**config.mk**
```make
export PLATFORM = sky130hd
export DESIGN_NAME = cx_top
export DESIGN_NICKNAME = d
export VERILOG_FILES = /design/src/common/cx_pkg.sv /design/src/hdl/cx_sync.sv /design/src/hdl/cx_pinmux.sv /design/src/hdl/cx_top.sv
export SDC_FILE = /design/constraint.sdc
export NUM_CORES = 1
export LEC_CHECK = 0
export ABC_AREA = 1
export BUFFER_PORTS_ARGS = -buffer_cell sky130_fd_sc_hd__buf_2
export CAP_MARGIN = 20
export CORE_MARGIN = 5
export CORE_UTILIZATION = 58
export CTS_CLUSTER_DIAMETER = 120
export DETAILED_ROUTE_END_ITERATION = 10
export PLACE_DENSITY_LB_ADDON = 0.15
export SLEW_MARGIN = 25
export SYNTH_ARGS = -nofsm -noshare
export SYNTH_HDL_FRONTEND = slang
export SYNTH_SLANG_ARGS = --single-unit
```
**constraint.sdc**
```tcl
create_clock -name SYS_CLK -period 1.74 [get_ports SYS_CLK]
set_clock_uncertainty 0.05 [all_clocks]
set_input_delay 0.261 -clock SYS_CLK [delete_from_list [all_inputs] [get_ports SYS_CLK]]
set_output_delay 0.261 -clock SYS_CLK [all_outputs]
set_load 0.02 [all_outputs]
```
**src/common/cx_pkg.sv**
```systemverilog
/*
 coexistence block constants: register offsets, field positions, reset
 values and pin function codes.
 assumes a plain register port with 32-bit data, word offsets in bytes.
*/
package cx_pkg;
	// ==========================================================
	// register map
	localparam logic [7:0] CTRL_OFS = 8'h00;
	localparam logic [7:0] PRIO_OFS = 8'h04;
	localparam logic [7:0] STAT_OFS = 8'h08;
	localparam logic [7:0] PINSEL_OFS = 8'h0c;
	// ==========================================================
	// control register fields
	localparam int CTRL_GATE_BIT = 0;
	localparam logic [31:0] CTRL_RST = 32'h0000_0000;
	// ==========================================================
	// priority register fields
	localparam int PRIO_OWNER_BIT = 0;
	localparam logic [31:0] PRIO_RST = 32'h0000_0000;
	// ==========================================================
	// status register fields
	localparam int STAT_ACT_BIT = 0;
	localparam int STAT_PRI_BIT = 1;
	localparam int STAT_EXT_BIT = 2;
	localparam int STAT_INH_BIT = 3;
	localparam int STAT_ENV_BIT = 4;
	localparam int STAT_ARMED_BIT = 5;
	// ==========================================================
	// pin function select fields and codes
	localparam int PIN_FUNC_W = 6;
	localparam int PIN_IDX_W = 6;
	localparam logic [31:0] PINSEL_RST = 32'h0000_0000;
	localparam logic [5:0] FN_EXT_A = 6'h30;
	localparam logic [5:0] FN_EXT_B = 6'h31;
	localparam logic [5:0] FN_ACTIVE = 6'h32;
	localparam logic [5:0] FN_PRIORITY = 6'h33;
	localparam int NUM_PINS = 32;
	// owner encodings
	localparam logic OWNER_EXT = 1'b0;
	localparam logic OWNER_MAC = 1'b1;
endpackage

```
**src/hdl/cx_sync.sv**
```systemverilog
/*
 two-flop synchroniser for one level.
 assumes the input is a plain level, possibly from another clock.
*/
`timescale 1ns/100ps
module cx_sync (
	input wire logic clk,
	input wire logic rst_n,
	input wire logic d,
	output logic q
);
	logic meta_r;
	// ==========================================================
	// first flop feeds only the second
	always_ff @(posedge clk or negedge rst_n) begin
		if (!rst_n) begin
			meta_r <= 1'b0;
			q <= 1'b0;
		end else begin
			meta_r <= d;
			q <= meta_r;
		end
	end
endmodule

```
**src/hdl/cx_pinmux.sv**
```systemverilog
/*
 pin function mux: routes the two activity inputs from chosen pins and
 the two outputs onto pins whose function code selects them.
 assumes a function code per pin, held by the caller.
*/
`timescale 1ns/100ps
module cx_pinmux #(
	parameter int PINS = cx_pkg::NUM_PINS
) (
	input wire logic [PINS*cx_pkg::PIN_FUNC_W-1:0] func,
	input wire logic [PINS-1:0] pin_in,
	input wire logic act_out,
	input wire logic pri_out,
	output logic ext_a,
	output logic ext_b,
	output logic [PINS-1:0] pin_out,
	output logic [PINS-1:0] pin_oe
);
	logic [PINS-1:0] hit_a;
	logic [PINS-1:0] hit_b;
	// ==========================================================
	// per-pin decode
	genvar g;
	generate
		for (g = 0; g < PINS; g++) begin : g_pin
			wire [5:0] fn = func[g*cx_pkg::PIN_FUNC_W +: cx_pkg::PIN_FUNC_W];
			wire is_act = (fn == cx_pkg::FN_ACTIVE);
			wire is_pri = (fn == cx_pkg::FN_PRIORITY);
			assign hit_a[g] = (fn == cx_pkg::FN_EXT_A) & pin_in[g];
			assign hit_b[g] = (fn == cx_pkg::FN_EXT_B) & pin_in[g];
			assign pin_out[g] = (is_act & act_out) | (is_pri & pri_out);
			assign pin_oe[g] = is_act | is_pri;
		end
	endgenerate
	// several pins on one function simply OR together
	assign ext_a = |hit_a;
	assign ext_b = |hit_b;
endmodule

```
**src/hdl/cx_top.sv**
```systemverilog
/*
 coexistence signalling: tells external radios when the local radio is
 active and whether it holds priority, and inhibits local activity when
 an external radio with precedence is busy.
 assumes the radio domain is powered and its clock running before any
 register access; pins are synchronous to SYS_CLK apart from the
 external activity inputs, which are synchronised here.
*/
// The register offsets and the address-and-strobe port were left to the implementer.
// Notes on behaviour
// - active output high while local radio transmits or receives
// - priority output shows whether local radio currently holds priority
// - any pin takes activity input a or b by function codes 48/49
// - codes 50 and 51 route active and priority outputs to a pin
// - gating off: active output asserted for local activity unless lacking priority with external activity
// - gating on: active output only when local side owns priority
// - lacking priority, both outputs low while external activity high
// - lacking priority with external activity, inhibit local radio
// - gating off: rise with envelope, fall after envelope and done
// - gating off, local owner: priority output mirrors active output
// - external owner: priority output low whenever external active
// - gating on, local owner: active and priority rise together
// - envelope input covers whole event, receive and transmit
`timescale 1ns/100ps
module cx_top #(
	parameter int PINS = cx_pkg::NUM_PINS
) (
	input wire logic SYS_CLK,
	input wire logic RST_N,
	input wire logic [7:0] REG_ADDR,
	input wire logic [31:0] REG_WDATA,
	input wire logic REG_WR,
	input wire logic REG_RD,
	output logic [31:0] REG_RDATA,
	input wire logic MAC_EVENT_ENV,
	input wire logic MAC_ACT_DONE,
	output logic RADIO_INHIBIT,
	input wire logic [PINS-1:0] PIN_IN,
	output logic [PINS-1:0] PIN_OUT,
	output logic [PINS-1:0] PIN_OE
);
	localparam int FW = PINS * cx_pkg::PIN_FUNC_W;
	// ==========================================================
	// registers
	logic gate_r;
	logic owner_r;
	logic [FW-1:0] func_r;
	logic [cx_pkg::PIN_IDX_W-1:0] sel_idx;
	logic [cx_pkg::PIN_FUNC_W-1:0] sel_code;
	logic [31:0] rdata_r;
	logic [31:0] rdata_nxt;
	logic act_r;
	logic act_nxt;
	logic armed_r;
	logic env_d_r;
	logic ext_a_raw;
	logic ext_b_raw;
	logic ext_a_s;
	logic ext_b_s;
	logic ext_any;
	logic local_pri;
	logic lose;
	logic env_rise;
	logic hold;
	logic act_out;
	logic pri_out;
	logic [31:0] status;

	// ==========================================================
	// register writes; pin select register writes one pin's code
	// through an index field so the whole map fits one word
	assign sel_idx = REG_WDATA[8 +: cx_pkg::PIN_IDX_W];
	assign sel_code = REG_WDATA[0 +: cx_pkg::PIN_FUNC_W];

	always_ff @(posedge SYS_CLK or negedge RST_N) begin
		if (!RST_N) begin
			gate_r <= cx_pkg::CTRL_RST[cx_pkg::CTRL_GATE_BIT];
			owner_r <= cx_pkg::PRIO_RST[cx_pkg::PRIO_OWNER_BIT];
			func_r <= '0;
		end else if (REG_WR) begin
			if (REG_ADDR == cx_pkg::CTRL_OFS) begin
				gate_r <= REG_WDATA[cx_pkg::CTRL_GATE_BIT];
			end
			if (REG_ADDR == cx_pkg::PRIO_OFS) begin
				owner_r <= REG_WDATA[cx_pkg::PRIO_OWNER_BIT];
			end
			if (REG_ADDR == cx_pkg::PINSEL_OFS && 32'(sel_idx) < PINS) begin
				func_r[sel_idx*cx_pkg::PIN_FUNC_W +: cx_pkg::PIN_FUNC_W]
					<= sel_code;
			end
		end
	end

	// ==========================================================
	// pin routing and input synchronisers
	cx_pinmux #(.PINS(PINS)) u_mux (
		.func(func_r),
		.pin_in(PIN_IN),
		.act_out(act_out),
		.pri_out(pri_out),
		.ext_a(ext_a_raw),
		.ext_b(ext_b_raw),
		.pin_out(PIN_OUT),
		.pin_oe(PIN_OE)
	);

	// the far radios raise these before they transmit
	cx_sync u_sync_a (
		.clk(SYS_CLK),
		.rst_n(RST_N),
		.d(ext_a_raw),
		.q(ext_a_s)
	);
	cx_sync u_sync_b (
		.clk(SYS_CLK),
		.rst_n(RST_N),
		.d(ext_b_raw),
		.q(ext_b_s)
	);
	// both radios share one priority setting
	assign ext_any = ext_a_s | ext_b_s;

	// ==========================================================
	// priority decision
	assign local_pri = (owner_r == cx_pkg::OWNER_MAC);
	// only an external owner with a busy radio makes us lose
	assign lose = !local_pri && ext_any;
	assign RADIO_INHIBIT = lose;

	// ==========================================================
	// activity envelope: envelope spans rx and tx of one event
	assign env_rise = MAC_EVENT_ENV && !env_d_r;
	// after the envelope falls keep asserting until the last activity
	// reports done; done while envelope high is ignored
	assign hold = act_r && !MAC_ACT_DONE;

	always_comb begin
		act_nxt = act_r;
		if (!armed_r && !env_rise) begin
			act_nxt = 1'b0;
		end else if (MAC_EVENT_ENV) begin
			act_nxt = 1'b1;
		end else begin
			act_nxt = hold;
		end
	end

	always_ff @(posedge SYS_CLK or negedge RST_N) begin
		if (!RST_N) begin
			act_r <= 1'b0;
			armed_r <= 1'b0;
			env_d_r <= 1'b0;
		end else begin
			act_r <= act_nxt;
			env_d_r <= MAC_EVENT_ENV;
			if (env_rise) begin
				armed_r <= 1'b1;
			end
		end
	end

	// ==========================================================
	// outputs: the rise follows the envelope combinationally so the
	// active line tracks the envelope edge with no lag
	wire local_act = armed_r | env_rise ? (MAC_EVENT_ENV | act_r) : 1'b0;
	// gate off: show activity unless we lose; gate on: only with priority
	assign act_out = gate_r ? (local_act && local_pri)
		: (local_act && !lose);
	// local owner: priority follows activity; external owner: low
	// while the far side is busy, otherwise local activity (the active waveform only with gate off)
	assign pri_out = local_pri ? act_out
		: (local_act && !ext_any);

	// ==========================================================
	// status and read path
	always_comb begin
		status = '0;
		status[cx_pkg::STAT_ACT_BIT] = act_out;
		status[cx_pkg::STAT_PRI_BIT] = pri_out;
		status[cx_pkg::STAT_EXT_BIT] = ext_any;
		status[cx_pkg::STAT_INH_BIT] = lose;
		status[cx_pkg::STAT_ENV_BIT] = MAC_EVENT_ENV;
		status[cx_pkg::STAT_ARMED_BIT] = armed_r;
	end

	always_comb begin
		rdata_nxt = '0;
		if (REG_RD) begin
			unique case (REG_ADDR)
				cx_pkg::CTRL_OFS: rdata_nxt = {31'h0, gate_r};
				cx_pkg::PRIO_OFS: rdata_nxt = {31'h0, owner_r};
				cx_pkg::STAT_OFS: rdata_nxt = status;
				default: rdata_nxt = '0;
			endcase
		end
	end

	always_ff @(posedge SYS_CLK or negedge RST_N) begin
		if (!RST_N) begin
			rdata_r <= '0;
		end else begin
			rdata_r <= rdata_nxt;
		end
	end
	assign REG_RDATA = rdata_r;
endmodule

```
==> flow_summary.toml, run 1 <==
[placement]
place_ws_ns = -1.495
hpwl_um = 35260
gp_congestion = 0.9888
postPlaceCellArea_um2 = 16330
port_buffers = 128
dp_cells = 2301

[yosys]
ys_types = 48
netlist_instances = 1615
synth.area.top_cells = "dfrtp_1, nand2_1, inv_1, o21ai_0, nor2_1"
synth_area_per_cell_um2 = 7.357
synth_edf_count = 0
seq_area_frac_synth_pct = 43.60
ys_async_sr_fraction_pct = 100.0
ys_top_cells_by_count = "nand2_1, inv_1, dfrtp_1"
yosysTopAreaCellShare_pct = 43.60
synth_seq_cells = 207
syn_area_um2 = 11880
yosysWarningCount = 0
synth_flop_cell = "dfrtp_1"
synth_top_area_cell = "dfrtp_1"
synth_most_common_cell = "nand2_1"

[clock_tree]
cts_htree_levels = 1
cts-root-buf = "clkbuf_16"
cts-buffers-inserted = 23
cts_buffer_depth = 3
cts_setup_buffers = 91
clkSinkCount = 207
cts_hold_buf = 6
ctsResizeCount = 492

[outcome]
stop_error = "[ERROR DPL-0033] detailed placement checks failed during check placement."
lastStage = "clock tree synthesis (4_1_cts)"
outcome = "aborted with a tool error"

[floorplanning]
rows = 52
ios = 175
die_w_um = 153.1
start_util_pct = 58.72
die_height_um = 153.1
[stage by stage]
| step | utilization (%) | hold slack [ns] | setup TNS, ns |
|---|---|---|---|
| floorplan | - | -0.08459 | -174.58 |
| global placement | 80.71 | 0.2124 | -231.91 |
| detailed placement | 80.71 | 0.2141 | -247.95 |
[cells by family after synthesis]
group	share of synthesized area [%]
AND/OR/NAND/NOR	31.12
multiplexers	0.4318
AO/OA/AOI/OAI	12.64
XOR/XNOR	0.07373
other	0.03156
buffers and inverters	10.99
flip-flops	43.60
adder cells (fa/ha/maj)	1.116
==> run 2, diff against run 1 <==
CORE_UTILIZATION = 40   (was 58)
CTS_CLUSTER_DIAMETER = unset   (was 120)
==> run 2 against run 1 <==
Synthesized area unchanged; the flow now finishes, with violations (negative setup slack); synthesized cell count unchanged.
==> flow_summary.toml, run 2 <==
[yosys]
synth_top_area_cell = "dfrtp_1"
synth_flop_cell = "dfrtp_1"
netlist_instances = 1615
yosysTopAreaCellShare_pct = 43.60
synth_area_per_cell_um2 = 7.357
syn_area_um2 = 11880
ys_top_cells_by_count = "nand2_1, inv_1, dfrtp_1"
seq_area_frac_synth_pct = 43.60
synth.area.top_cells = "dfrtp_1, nand2_1, inv_1, o21ai_0, nor2_1"
synth_seq_cells = 207
yosysWarningCount = 0
ys_types = 48
synth_edf_count = 0
synth_most_common_cell = "nand2_1"
ys_async_sr_fraction_pct = 100.0

[sta]
slew_headroom_pct = 51.16
worst_slack_ns = -0.8104
hold_viol_final = 0
fin_crit_sh_pct = 146.6
period_minus_slack_ns = 2.550
hold_slack_ns = 0.05474
fmax_ghz = 0.3921
worst_slew_pin_slew_ns = 0.7259
rsz0062_at_grt = "yes"
setup_viol = 258
timing.final.max_slew_violations = 0

[outcome]
outcome = "finished with violations"
failed_checks = "negative setup slack"

[power]
peakVddDrop_mv = 0.6952
power.density_nw_per_um2 = 651.7
p_leak_nw = 10.40
totalPowerFinal_mw = 14.32

[global_routing]
grt-ovfl-total = 0
grt_pass1_vias = 13534
track_usage_pct = 29.14
grt_pass1_wl_um = 75780
grt_max_degree = 41
antenna_found_initial = 0

[route]
drtPass1Iterations = 5
drc = 0
wl_um = 52660
drtIter0Drc = 1255
vias_per_cell = 5.282
vias = 13918
postRouteAntennaNets = 0
wl_per_cell_um = 19.98

[placement]
gp_congestion = 0.9371
port_buffers = 128
hpwl_um = 36550
postPlaceCellArea_um2 = 16650
dp_cells = 2442

[setup_path]
critPathCapture = "func_r[49]$_DFFE_PN0P_"
rr_worst_depth = 17
worstSetupPathType = "input port to register"
cp-start-kind = "input port"
cpPeakStageDelay_ns = 0.40
crit_start = "REG_WDATA[9]"
cpMaxStageDelayCell = "fa_2"
required_ns = 2.09
cp-end-kind = "register"
path_cells = "buf_8 > ha_4 > fa_2 > nand3_4 > nand3_1 > nand2_4 > nor2_4 > nand2_2 > inv_2 > ha_4 > inv_4 > nor2_4 > buf_12 > nand2_8 > buf_12 > nor3_4 > o21ai_1 > o21ai_1 > inv_1"
critPathArrivalTime_ns = 2.90
rr_endpoint = "func_r[27]$_DFFE_PN0P_"
rrSetupSlack_ns = -0.49
crit_fanout = 5
r2r_start = "func_r[27]$_DFFE_PN0P_"

[cells_and_area]
largest_reg_flops = 192
regMostFlops = "func_r"
final_cell_mix = "buf_4, nand2_1, inv_1"
nNetsFinal = 2317
finalNonFillerCells = 2635
final_common_cell = "buf_4"
antenna_cells = 0
area_growth_syn_to_layout_pct = 84.91
fin_area_um2 = 21970
final_core_util_pct = 74.52
drive_above_1_share_pct = 53.81
n_fill_cell = 2014

[clock_tree]
clkTransAtPathRegs_ns = 0.06
cts_buffer_depth = 3
cts_htree_levels = 1
cts_tree = "yes"
clkSinkCount = 207
cts-buffers-inserted = 24
cts-root-buf = "clkbuf_16"
clk_latency_ns = 0.53

[floorplanning]
ios = 175
die_w_um = 182.3
rows = 63
start_util_pct = 40.30
fp.dieArea_um2 = 33250
core_region_area_um2 = 29480
die_height_um = 182.3

[hold_path]
min_path_type = "input port to register"

[job]
cap_violations = 0
[run 2: cell counts after synthesis]
Identical to the previous run, type by type.
[run 2: through the flow]
step	worst slack [ns]	setup TNS, ns
2_1_floorplan	-0.9659	-174.58
3_3_place_gp	-1.320	-232.42
3_5_place_dp	-1.339	-238.37
4_1_cts	-0.6099	-115.64
5_1_grt	-0.8733	-163.66
6_report	-0.8104	-143.22
[run 2: worst min-delay path by stage]
stage                  startpoint                       to  slack, ns  cells past startpoint
floorplan                   RST_N   REG_RDATA[0]$_DFF_PN0_      -0.08                      0
detailed placement          RST_N  func_r[189]$_DFFE_PN0P_       0.15                      1
global route        MAC_EVENT_ENV   REG_RDATA[4]$_DFF_PN0_       0.06                      4
CTS                 MAC_EVENT_ENV   REG_RDATA[4]$_DFF_PN0_       0.02                      4
global placement            RST_N  func_r[189]$_DFFE_PN0P_       0.15                      1
finish              MAC_EVENT_ENV   REG_RDATA[4]$_DFF_PN0_       0.05                      4
[run 2: final cells by class]
| cell class | instances | area [um^2] | area share, % |
|---|---|---|---|
| clock buffer | 35 | 701.9 | 3.195 |
| sequential | 207 | 5180 | 23.58 |
| tap | 390 | 488.0 | 2.221 |
| timing repair buffer | 619 | 5537 | 25.20 |
| timing repair inverter | 1 | 8.758 | 0.03987 |
| multi-input combinational | 1129 | 8887 | 40.45 |
| clock inverter | 7 | 127.6 | 0.5809 |
| inverter | 247 | 1040 | 4.733 |
[run 2: cell families after synthesis]
| family | after synthesis | share of synthesized area [%] |
|---|---|---|
| xor gates and xnor gates | 1 | 0.07373 |
| DFF | 207 | 43.60 |
| AOI/OAI and AO/OA | 257 | 12.64 |
| muxes | 5 | 0.4318 |
| buffers and inverters | 305 | 10.99 |
| adders and majority gates | 10 | 1.116 |
| and+or+nand+nor | 829 | 31.12 |
| other | 1 | 0.03156 |
[run 2: metal layers]
metal / global-route usage, % / wire length, um / up-vias
li1: - / - / 6508
met1: 36.86 / 20870 / 6676
met2: 48.13 / 24940 / 565
met3: 6.538 / 3826 / 169
met4: 12.58 / 3025 / 0
met5: 0 / 0 / -
[run 2: worst max-delay path: cells and delay by family]
kind                     cells  cell delay (ns)
AND/OR/NAND/NOR              8             0.95
adder cells (fa/ha/maj)      3             0.82
buffers and inverters        6             0.60
AO/OA/AOI/OAI                2             0.25
[run 2: what timing repair did]
item                       CTS  global route
setup endpoints to repair  259           259
hold buffers                 7             0
gates resized for setup    503           347
pin swaps                  165           146
cloned                       5             2
hold endpoints to repair   213             0
setup buffers               86            73
[run 2: where the power goes]
group	leakage, nW	total (mW)	switching, mW	internal, mW
registers	2.68	4.84	0.0103	4.83
logic	7.32	4.11	2.53	1.59
clock network	0.403	5.37	2.12	3.24
total	10.4	14.3	4.66	9.65
Power figures use the tool's default switching activity.
